==> src/logic/hadc_pkg.sv <==
`default_nettype none
package hadc_pkg;
   localparam logic [31:0] MEM_LIMIT     = 32'h8000_0000;
   localparam logic [31:0] PMEM1_LO      = 32'h8000_0000;
   localparam logic [31:0] PIO1_LO       = 32'hF000_0000;
   localparam logic [31:0] CADDR_LO      = 32'hF080_0000;
   localparam logic [31:0] CDATA_LO      = 32'hF0C0_0000;
   localparam logic [31:0] SPEC_LO       = 32'hF0E0_0000;
   localparam logic [31:0] PMEM2_LO      = 32'hF100_0000;
   localparam logic [31:0] RSV_LO        = 32'hF200_0000;
   localparam logic [31:0] PIO2_LO       = 32'hF800_0000;
   localparam logic [31:0] WIN_LO        = 32'hF8FF_F000;
   localparam logic [31:0] WIN_HI        = 32'hF8FF_F0FF;
   localparam logic [31:0] PMEM3_LO      = 32'hF900_0000;
   localparam logic [31:0] ROM_LO        = 32'hFF00_0000;
   localparam logic [31:0] IDX_ADDR_CONT = 32'h8000_0CF8;
   localparam logic [31:0] IDX_DATA_CONT = 32'h8000_0CFC;
   localparam logic [31:0] IDX_ADDR_DISC = 32'h8006_7018;
   localparam logic [31:0] IDX_DATA_DISC = 32'h8006_701C;
   localparam logic [31:0] EXT_PORT0     = 32'h8000_0092;
   localparam logic [31:0] EXT_PORT1     = 32'h8000_081C;
   localparam logic [31:0] EXT_PORT2     = 32'h8000_0850;
   localparam logic [31:0] CFG_ADDR_RST  = 32'h0000_0000;
   localparam int          MAP_BIT_POS   = 16;
   localparam int          IOC_BIT_POS   = 17;
   localparam logic [7:0]  CONF1_OFFSET  = 8'hA8;
   localparam logic [31:0] CONF1_RST     = 32'hFF00_0010;
   localparam int          CFG_WORDS     = 64;
   typedef enum logic [3:0] {
      HADC_NONE, HADC_SYSMEM, HADC_PCIMEM, HADC_PCIIO, HADC_CFGADDR, HADC_CFGDATA,
      HADC_INTACK, HADC_SPECIAL, HADC_INTREG, HADC_ROM, HADC_RSVD
   } hadc_region_t;
endpackage
`default_nettype wire

==> src/logic/hadc_cfg_mem.sv <==
`timescale 1ns/10ps
`default_nettype none
module hadc_cfg_mem #(
   parameter int WORDS = 64
) (
   input  wire logic                     clk,
   input  wire logic                     rst_n,
   input  wire logic                     we,
   input  wire logic [3:0]               be,
   input  wire logic [$clog2(WORDS)-1:0] addr,
   input  wire logic [31:0]              wdata,
   output logic      [31:0]              rdata
);
   // Refuse a depth the word index cannot address
   if (WORDS < 2) begin : g_words_chk
      $error("WORDS too small");
   end
   logic [31:0] mem_q [WORDS];
   logic [31:0] wr_d;
   logic [31:0] rd_d;
   always_comb begin
      wr_d = mem_q[addr];
      for (int i = 0; i < 4; i++) begin
         if (be[i]) begin
            wr_d[8*i +: 8] = wdata[8*i +: 8];
         end
      end
      rd_d = mem_q[addr];
   end
   // Memory array has no reset; contents undefined until written
   always_ff @(posedge clk) begin
      if (we) begin
         mem_q[addr] <= wr_d;
      end
   end
   always_ff @(posedge clk or negedge rst_n) begin
      if (!rst_n) begin
         rdata <= 32'h0000_0000;
      end else begin
         rdata <= rd_d;
      end
   end
endmodule
`default_nettype wire

==> src/logic/hadc_top.sv <==
`timescale 1ns/10ps
`default_nettype none
// What this block does
// - Flat map passes processor addresses to PCI unchanged, except indirect config.
// - Flat map: addresses below 2G are local memory, no PCI cycle.
// - Flat map: claim every PCI cycle below 2G with DEVSEL.
// - Flat map: upper regions forwarded as PCI memory or PCI I/O per ranges.
// - Flat map config-address and config-data port ranges generate PCI config cycles.
// - Reads in special/intack range run PCI interrupt-acknowledge.
// - Writes in special/intack range run PCI special cycle.
// - Flat map: internal registers in 256-byte window, low byte is offset.
// - Flat map: top 16M is ROM space.
// - Translated map: write config address word, bridge latches it.
// - Data location then reads or writes the selected internal register.
// - Data-port byte position adds to latched aligned offset.
// - Internal registers little-endian, byte n lowest order.
// - Selected config bits also visible at three fixed addresses.
// - Strap sampled at reset picks map; state readable in config bit.
// - Config bit selects contiguous or discontiguous indirect locations.
module hadc_top #(
   parameter int CFG_WORDS = hadc_pkg::CFG_WORDS
) (
   input  wire logic        SYS_CLK,
   input  wire logic        RST_N,
   input  wire logic        MAP_SELECT_STRAP,
   input  wire logic        CPU_REQ,
   input  wire logic        CPU_WR,
   input  wire logic [31:0] CPU_ADDR,
   input  wire logic [3:0]  CPU_BE,
   input  wire logic [31:0] CPU_WDATA,
   input  wire logic        PCI_TGT_VALID,
   input  wire logic [31:0] PCI_TGT_ADDR,
   output logic             CPU_ACK,
   output logic [31:0]      CPU_RDATA,
   output logic [3:0]       CPU_REGION,
   output logic             PCI_REQ,
   output logic [31:0]      PCI_ADDR,
   output logic             PCI_WR,
   output logic [3:0]       PCI_BE,
   output logic [31:0]      PCI_WDATA,
   output logic [3:0]       PCI_KIND,
   output logic             PCI_DEVSEL,
   output logic             MAP_TRANSLATED
);
   // Offsets and the fixed-port alias assume a 256-byte space
   if (CFG_WORDS != 64) begin : g_cfg_words_chk
      $error("CFG_WORDS must be 64");
   end
   localparam int AW = $clog2(CFG_WORDS);

   logic       strap_s1_q, strap_s2_q;
   logic       strap_v1_q, strap_v2_q;
   logic       rd_c1_q, rd_c1_d;
   logic       map_tr_q, map_tr_d;
   logic       strap_done_q, strap_done_d;
   logic [31:0] caddr_q, caddr_d;
   logic       ioc_q, ioc_d;
   logic       rd_pend_q, rd_pend_d;
   logic       rd_cfg_q, rd_cfg_d;
   logic       ack_d;
   logic [31:0] rdata_d;
   hadc_pkg::hadc_region_t reg_d;
   logic       preq_d, pwr_d, devsel_d;
   logic [31:0] paddr_d, pwdata_d;
   logic [3:0] pbe_d;
   hadc_pkg::hadc_region_t pkind_d;
   logic [31:0] rdata_q;
   logic [31:0] mem_rdata;
   logic        mem_we;
   logic [AW-1:0] mem_addr;
   logic [31:0] a;
   logic        is_idx_addr, is_idx_data, is_ext, is_win;

   // Strap passes two flops before use
   always_ff @(posedge SYS_CLK or negedge RST_N) begin
      if (!RST_N) begin
         strap_s1_q <= 1'b0;
         strap_s2_q <= 1'b0;
         strap_v1_q <= 1'b0;
         strap_v2_q <= 1'b0;
      end else begin
         strap_s1_q <= MAP_SELECT_STRAP;
         strap_s2_q <= strap_s1_q;
         strap_v1_q <= 1'b1;
         strap_v2_q <= strap_v1_q;
      end
   end

   hadc_cfg_mem #(.WORDS(CFG_WORDS)) u_mem (
      .clk   (SYS_CLK),
      .rst_n (RST_N),
      .we    (mem_we),
      .be    (CPU_BE),
      .addr  (mem_addr),
      .wdata (CPU_WDATA),
      .rdata (mem_rdata)
   );

   always_comb begin
      a = CPU_ADDR;
      map_tr_d = map_tr_q;
      strap_done_d = strap_done_q || strap_v2_q;
      // Wait until the synchroniser holds a pin value, not its reset zero
      if (strap_v2_q && !strap_done_q) begin
         map_tr_d = strap_s2_q;
      end
      caddr_d = caddr_q;
      ioc_d = ioc_q;
      rd_pend_d = 1'b0;
      rd_cfg_d = 1'b0;
      rd_c1_d = 1'b0;
      ack_d = 1'b0;
      rdata_d = 32'h0000_0000;
      reg_d = hadc_pkg::HADC_NONE;
      preq_d = 1'b0;
      pwr_d = CPU_WR;
      paddr_d = a;
      pbe_d = CPU_BE;
      pwdata_d = CPU_WDATA;
      pkind_d = hadc_pkg::HADC_NONE;
      mem_we = 1'b0;
      mem_addr = a[AW+1:2];
      is_idx_addr = ioc_q ? (a == hadc_pkg::IDX_ADDR_DISC) : (a == hadc_pkg::IDX_ADDR_CONT);
      is_idx_data = ioc_q ? (a[31:2] == hadc_pkg::IDX_DATA_DISC[31:2])
                          : (a[31:2] == hadc_pkg::IDX_DATA_CONT[31:2]);
      is_ext = (a[31:2] == hadc_pkg::EXT_PORT0[31:2]) || (a[31:2] == hadc_pkg::EXT_PORT1[31:2])
            || (a[31:2] == hadc_pkg::EXT_PORT2[31:2]);
      is_win = (a >= hadc_pkg::WIN_LO) && (a <= hadc_pkg::WIN_HI);
      // Pending read returns the registered memory word, or the latched config address, one cycle later
      if (rd_pend_q) begin
         ack_d = 1'b1;
         rdata_d = rd_cfg_q ? mem_rdata : caddr_q;
         // Read-only map status overrides whatever was stored there
         if (rd_c1_q) begin
            rdata_d[hadc_pkg::MAP_BIT_POS] = map_tr_q;
         end
      end
      if (CPU_REQ && !rd_pend_q) begin
         if (map_tr_q) begin
            if (is_idx_addr) begin
               reg_d = hadc_pkg::HADC_CFGADDR;
               if (CPU_WR) begin
                  caddr_d = CPU_WDATA;
                  ack_d = 1'b1;
               end else begin
                  rd_pend_d = 1'b1;
               end
            end else if (is_idx_data) begin
               reg_d = hadc_pkg::HADC_INTREG;
               // Byte lanes select bytes above the aligned latched offset
               mem_addr = caddr_q[AW+1:2];
               mem_we = CPU_WR;
               ack_d = CPU_WR;
               rd_pend_d = !CPU_WR;
               rd_cfg_d = 1'b1;
            end else if (is_ext) begin
               // Fixed ports alias the first processor-interface word
               reg_d = hadc_pkg::HADC_INTREG;
               mem_addr = hadc_pkg::CONF1_OFFSET[AW+1:2];
               mem_we = CPU_WR;
               ack_d = CPU_WR;
               rd_pend_d = !CPU_WR;
               rd_cfg_d = 1'b1;
            end else begin
               // Translated region table lives elsewhere; tag as memory and ack without a PCI request
               reg_d = (a < hadc_pkg::MEM_LIMIT) ? hadc_pkg::HADC_SYSMEM : hadc_pkg::HADC_PCIMEM;
               ack_d = 1'b1;
            end
         end else begin
            if (a < hadc_pkg::MEM_LIMIT) reg_d = hadc_pkg::HADC_SYSMEM;
            else if (a < hadc_pkg::PIO1_LO) reg_d = hadc_pkg::HADC_PCIMEM;
            else if (a < hadc_pkg::CADDR_LO) reg_d = hadc_pkg::HADC_PCIIO;
            else if (a < hadc_pkg::CDATA_LO) reg_d = hadc_pkg::HADC_CFGADDR;
            else if (a < hadc_pkg::SPEC_LO) reg_d = hadc_pkg::HADC_CFGDATA;
            else if (a < hadc_pkg::PMEM2_LO)
               reg_d = CPU_WR ? hadc_pkg::HADC_SPECIAL : hadc_pkg::HADC_INTACK;
            else if (a < hadc_pkg::RSV_LO) reg_d = hadc_pkg::HADC_PCIMEM;
            else if (a < hadc_pkg::PIO2_LO) reg_d = hadc_pkg::HADC_RSVD;
            else if (is_win) reg_d = hadc_pkg::HADC_INTREG;
            else if (a < hadc_pkg::PMEM3_LO) reg_d = hadc_pkg::HADC_PCIIO;
            else if (a < hadc_pkg::ROM_LO) reg_d = hadc_pkg::HADC_PCIMEM;
            else reg_d = hadc_pkg::HADC_ROM;
            if (reg_d == hadc_pkg::HADC_INTREG) begin
               mem_we = CPU_WR;
               ack_d = CPU_WR;
               rd_pend_d = !CPU_WR;
               rd_cfg_d = 1'b1;
            end else begin
               ack_d = 1'b1;
               preq_d = (reg_d != hadc_pkg::HADC_SYSMEM) && (reg_d != hadc_pkg::HADC_ROM)
                     && (reg_d != hadc_pkg::HADC_RSVD);
               pkind_d = reg_d;
            end
         end
      end
      if (mem_we && (mem_addr == hadc_pkg::CONF1_OFFSET[AW+1:2]) && CPU_BE[2]) begin
         ioc_d = CPU_WDATA[hadc_pkg::IOC_BIT_POS];
      end
      rd_c1_d = rd_pend_d && rd_cfg_d && (mem_addr == hadc_pkg::CONF1_OFFSET[AW+1:2]);
      devsel_d = PCI_TGT_VALID && !map_tr_q && (PCI_TGT_ADDR < hadc_pkg::MEM_LIMIT);
   end

   always_ff @(posedge SYS_CLK or negedge RST_N) begin
      if (!RST_N) begin
         map_tr_q <= 1'b0;
         strap_done_q <= 1'b0;
         caddr_q <= hadc_pkg::CFG_ADDR_RST;
         ioc_q <= hadc_pkg::CONF1_RST[hadc_pkg::IOC_BIT_POS];
         rd_pend_q <= 1'b0;
         rd_cfg_q <= 1'b0;
         rd_c1_q <= 1'b0;
         CPU_ACK <= 1'b0;
         rdata_q <= 32'h0000_0000;
         CPU_REGION <= 4'h0;
         PCI_REQ <= 1'b0;
         PCI_ADDR <= 32'h0000_0000;
         PCI_WR <= 1'b0;
         PCI_BE <= 4'h0;
         PCI_WDATA <= 32'h0000_0000;
         PCI_KIND <= 4'h0;
         PCI_DEVSEL <= 1'b0;
      end else begin
         map_tr_q <= map_tr_d;
         strap_done_q <= strap_done_d;
         caddr_q <= caddr_d;
         ioc_q <= ioc_d;
         rd_pend_q <= rd_pend_d;
         rd_cfg_q <= rd_cfg_d;
         rd_c1_q <= rd_c1_d;
         CPU_ACK <= ack_d;
         rdata_q <= rdata_d;
         CPU_REGION <= reg_d;
         PCI_REQ <= preq_d;
         PCI_ADDR <= paddr_d;
         PCI_WR <= pwr_d;
         PCI_BE <= pbe_d;
         PCI_WDATA <= pwdata_d;
         PCI_KIND <= pkind_d;
         PCI_DEVSEL <= devsel_d;
      end
   end

   // Read data and map state come straight from their flops
   always_comb begin
      CPU_RDATA = rdata_q;
      MAP_TRANSLATED = map_tr_q;
   end
endmodule
`default_nettype wire

==> config.mk <==
export PLATFORM = sky130hd
export DESIGN_NAME = hadc_top
export DESIGN_NICKNAME = d
export VERILOG_FILES = /design/src/logic/hadc_pkg.sv /design/src/logic/hadc_cfg_mem.sv /design/src/logic/hadc_top.sv
export SDC_FILE = /design/constraint.sdc
export NUM_CORES = 2
export LEC_CHECK = 0
export BUFFER_PORTS_ARGS = -buffer_cell sky130_fd_sc_hd__buf_2
export CORE_MARGIN = 1
export CORE_UTILIZATION = 50
export CTS_BUF_LIST = sky130_fd_sc_hd__clkbuf_16
export DETAILED_ROUTE_END_ITERATION = 8
export GPL_TIMING_DRIVEN = 1
export PLACE_DENSITY_LB_ADDON = 0.3
export SLEW_MARGIN = 20
export SYNTH_ARGS = -nofsm -noshare
export SYNTH_HDL_FRONTEND = slang
export SYNTH_SLANG_ARGS = --single-unit
==> constraint.sdc <==
create_clock -name SYS_CLK -period 7.77 [get_ports SYS_CLK]
set_input_delay 1.554 -clock SYS_CLK [delete_from_list [all_inputs] [get_ports SYS_CLK]]
set_output_delay 1.554 -clock SYS_CLK [all_outputs]
set_load 0.03 [all_outputs]
==> flow_summary_export.csv <==
group,metric,value,unit
placed_design,gpl.final_weighted_congestion,0.8708,
floorplan,chipHeight,412.9,µm
drt,vias_per_cell,6.815,
global_routing,grt_pass1_vias,50260,
power_and_ir_drop,seq_power_share,54.0,%
clock_tree,tritoncts_num_sinks,2234,
power_and_ir_drop,p_int,19.32,mW
critical_path,worst_setup_path_end_kind,"flip-flop",
yosys,synth_enable_flop_cells,2048,
clock_tree,cts.clk_slew.worst_paths,0.06,ns
sta,max-slew-margin-rel,22.26,%
sta,layout_worst_path_cycle_share,81.61,%
critical_path,worst-endpoint-required,8.31,ns
sta,min_period,6.341,ns
floorplan,die_area,170500,µm²
yosys,synth.avg_cell_area,16.89,µm²
floorplan,io_pins,219,
yosys,synth.lib_cells_used.distinct,84,
drt,highest-signal-layer,"met5",
clock_tree,cts_buffer_count,206,
cells_and_area,drive_above_1_share,20.64,%
cells_and_area,area_growth,15.66,%
sta,final.setup.tns,0,ns
worst_hold_path,hold_path_startpoint,"strap_v1_q",
sta,tightest_slew,1.161,ns
placed_design,buffer_ports.inserted,187,
sta,finalMaxSlewViolations,0,
power_and_ir_drop,power-per-cell-area,254.3,nW/µm²
yosys,postSynthRegisterBits,2234,
global_routing,grt_remaining_overflow,0,
placed_design,dpl.hpwl,150400,µm
critical_path,cp-start-kind,"flip-flop",
critical_path,arrival,6.88,ns
critical_path,critical_path_peak_fanout,64,
worst_hold_path,timing.hold.worst.class,"reg2reg",
floorplan,die_w,412.9,µm
critical_path,worstRegToRegCells,13,
floorplan,initial_core_utilization,50.44,%
sta,hold_ws,0.3484,ns
power_and_ir_drop,pwr-share-clk,40.0,%
sta,rsz0062_at_grt,"false",
cells_and_area,nFillCells,12330,
critical_path,critPathKind,"reg2reg",
yosys,synth.yosys.warnings,0,
run,cap_viol_max_count,0,
cells_and_area,leading_cell_type_in_the_layout_fill_and_taps_excluded,"edfxtp_1",
drt,wl_met2,120200,µm
drt,route.vias.total,52800,
cells_and_area,final_net_count,5467,
yosys,sequential_fraction_of_the_synthesis_area,78.35,%
clock_tree,cts_tree,"done",
sta,fmax,0.1577,GHz
yosys,synth_nets,5106,
worst_hold_path,min_path_cells,0,
clock_tree,maximum_count_of_clock_buffers_along_a_single_path,3,
outcome,status,"complete, no violations",
sta,finalHoldViolations,0,
drt,drt-total-wl,262000,µm
drt,dr_wl_met3,32380,µm
power_and_ir_drop,irDropWorstVdd,0.2398,mV
clock_tree,cts-hold-fix-buffers,0,
yosys,flip_flop_cell_with_the_highest_count_after_synthesis,"edfxtp_1",
critical_path,timing.rr.end,"u_mem.mem_q[34][29]",
critical_path,regToRegSetupSlack,1.43,ns
power_and_ir_drop,power.combinational.fraction,6.0,%
drt,drc,0,
global_routing,grt_use_total,30.27,%
global_routing,grt_first_pass_wirelength,366300,µm
drt,postRouteAntennaNets,0,
floorplan,placement_rows,150,
clock_tree,insertion_delay,0.85,ns
sta,timing.clock.skew,0.03371,ns
global_routing,antenna_found_initial,7,
power_and_ir_drop,netSwitchingFraction,22.19,%
clock_tree,post-cts-setup-buffers,0,
drt,drt_iter0_markers,9643,
global_routing,grt_start_max_net_pins,112,
power_and_ir_drop,power.switching,5.512,mW
drt,routedLengthMet1,95340,µm
drt,wl_per_cell,33.81,µm
clock_tree,post_cts.resized_instances,0,
power_and_ir_drop,power.static_leakage,32.02,nW
sta,setup_viol,0,
clock_tree,clock_tree.root_cell,"clkbuf_16",
yosys,synthCells,5000,
cells_and_area,leading_cell_types_in_the_layout_fill_and_taps_excluded,"edfxtp_1, a222oi_1, buf_4",
yosys,synth.cell_area,84430,µm²
clock_tree,htreeDepth,4,
drt,detail_route.first_pass.iterations,9,
worst_hold_path,hold_end,"strap_v2_q",
floorplan,placeableCoreArea,167400,µm²
critical_path,r2r-start,"rd_pend_q",
yosys,ys_async_sr_fraction,8.326,%
worst max-delay path, cell delays in order (launching register included):
cell and delay [ns]:
dfrtp_1 0.77, nand2b_1 0.42, nor2_1 0.63, nand4_2 0.38, nor2_2 0.56, a22oi_1 0.19, nor2_1 0.51, nand2_2 0.47
buf_4 0.49, a31oi_1 0.43, nor4_1 0.12, buf_4 0.20, a31oi_4 0.19, buf_4 0.56
worst max path at each step:
| stage | startpoint | to | slack, ns | cells past startpoint |
|---|---|---|---|---|
| 2_1_floorplan | CPU_ADDR[21] | u_mem.mem_q[0][12] | 0.86 | 14 |
| 3_3_place_gp | CPU_ADDR[21] | u_mem.mem_q[32][19] | 0.90 | 13 |
| 3_5_place_dp | CPU_ADDR[21] | u_mem.mem_q[32][19] | 0.83 | 13 |
| 4_1_cts | rd_pend_q | u_mem.mem_q[7][24] | 1.51 | 14 |
| 5_1_grt | rd_pend_q | u_mem.mem_q[33][24] | 1.12 | 14 |
| 6_report | rd_pend_q | u_mem.mem_q[34][29] | 1.43 | 13 |
metrics by stage:
| stage | util, % | total power, mW | std cells | instance area (µm²) | worst slack, ns |
|---|---|---|---|---|---|
| global route | 58.32 | 25.39 | 7743 | 97640 | 1.119 |
| floorplan | - | 14.42 | 5000 | 84430 | 0.8573 |
| global placement | 54.38 | 15.10 | 7357 | 91040 | 0.8961 |
| CTS | 58.32 | 24.85 | 7743 | 97640 | 1.514 |
| finish | 58.33 | 24.84 | 7748 | 97650 | 1.429 |
| detailed placement | 54.38 | 15.13 | 7357 | 91040 | 0.8323 |
kinds of logic after synthesis:
logic type      after synthesis  synth area share [%]
flops                      2234                 78.35
other cells                   1              0.004441
simple gates                901                 5.576
buf+inv                     362                 1.835
mux                         281                 3.639
compound gates             1221                 10.60
layout make-up:
class | count | area (µm²) | share of cell area [%]
clock inverter | 174 | 1294 | 1.325
sequential | 2234 | 66150 | 67.74
inverter | 10 | 37.54 | 0.03844
tap | 2204 | 2758 | 2.824
clock buffer | 212 | 5305 | 5.433
antenna | 5 | 12.51 | 0.01281
multi-input combinational | 2404 | 17760 | 18.19
timing repair buffer | 505 | 4333 | 4.437
Yosys cell counts, drive strengths merged (23+ instances only):
library cell  number  area share [%]
nor4b             35            0.41
a221oi            75            0.78
nor2             155            0.69
o21ai            178             1.1
and3              54            0.40
buf              162            0.95
a41oi             23            0.24
and2              73            0.54
a2bb2oi           34            0.36
a222oi           256             3.0
a31oi            123            0.91
nor4              54            0.44
clkbuf           190            0.84
mux2i             73            0.87
nor2b             33            0.24
o22ai             42            0.32
mux2             208             2.8
edfxtp          2048              73
dfrtp            186             5.5
nand3            193             1.1
a21oi            239             1.4
a22o              53            0.55
nand2            221            0.99
a22oi            117             1.0
sequential cells by signal, summed over array words and instances, names as in the netlist, 4 cells and up:
signal and count:
u_mem.mem_q 2048, PCI_KIND 4, PCI_WDATA 32, PCI_ADDR 32, caddr_q 32, u_mem.rdata 32, CPU_REGION 4, CPU_RDATA 32
PCI_BE 4
layer usage:
metal,vias up,GRT usage (%)
li1,21260,-
met1,26840,41.70
met2,4091,46.34
met4,4,14.94
met5,-,0
met3,609,5.846
power by group through the flow:
stage	clock (mW)	combinational [mW]	sequential, mW
detailed placement	0	1.47	13.7
floorplan	0	0.676	13.7
CTS	9.97	1.47	13.4
global placement	0	1.44	13.7
global route	10.4	1.55	13.4
finish	9.93	1.50	13.4
(Power assumes the default switching activity.)
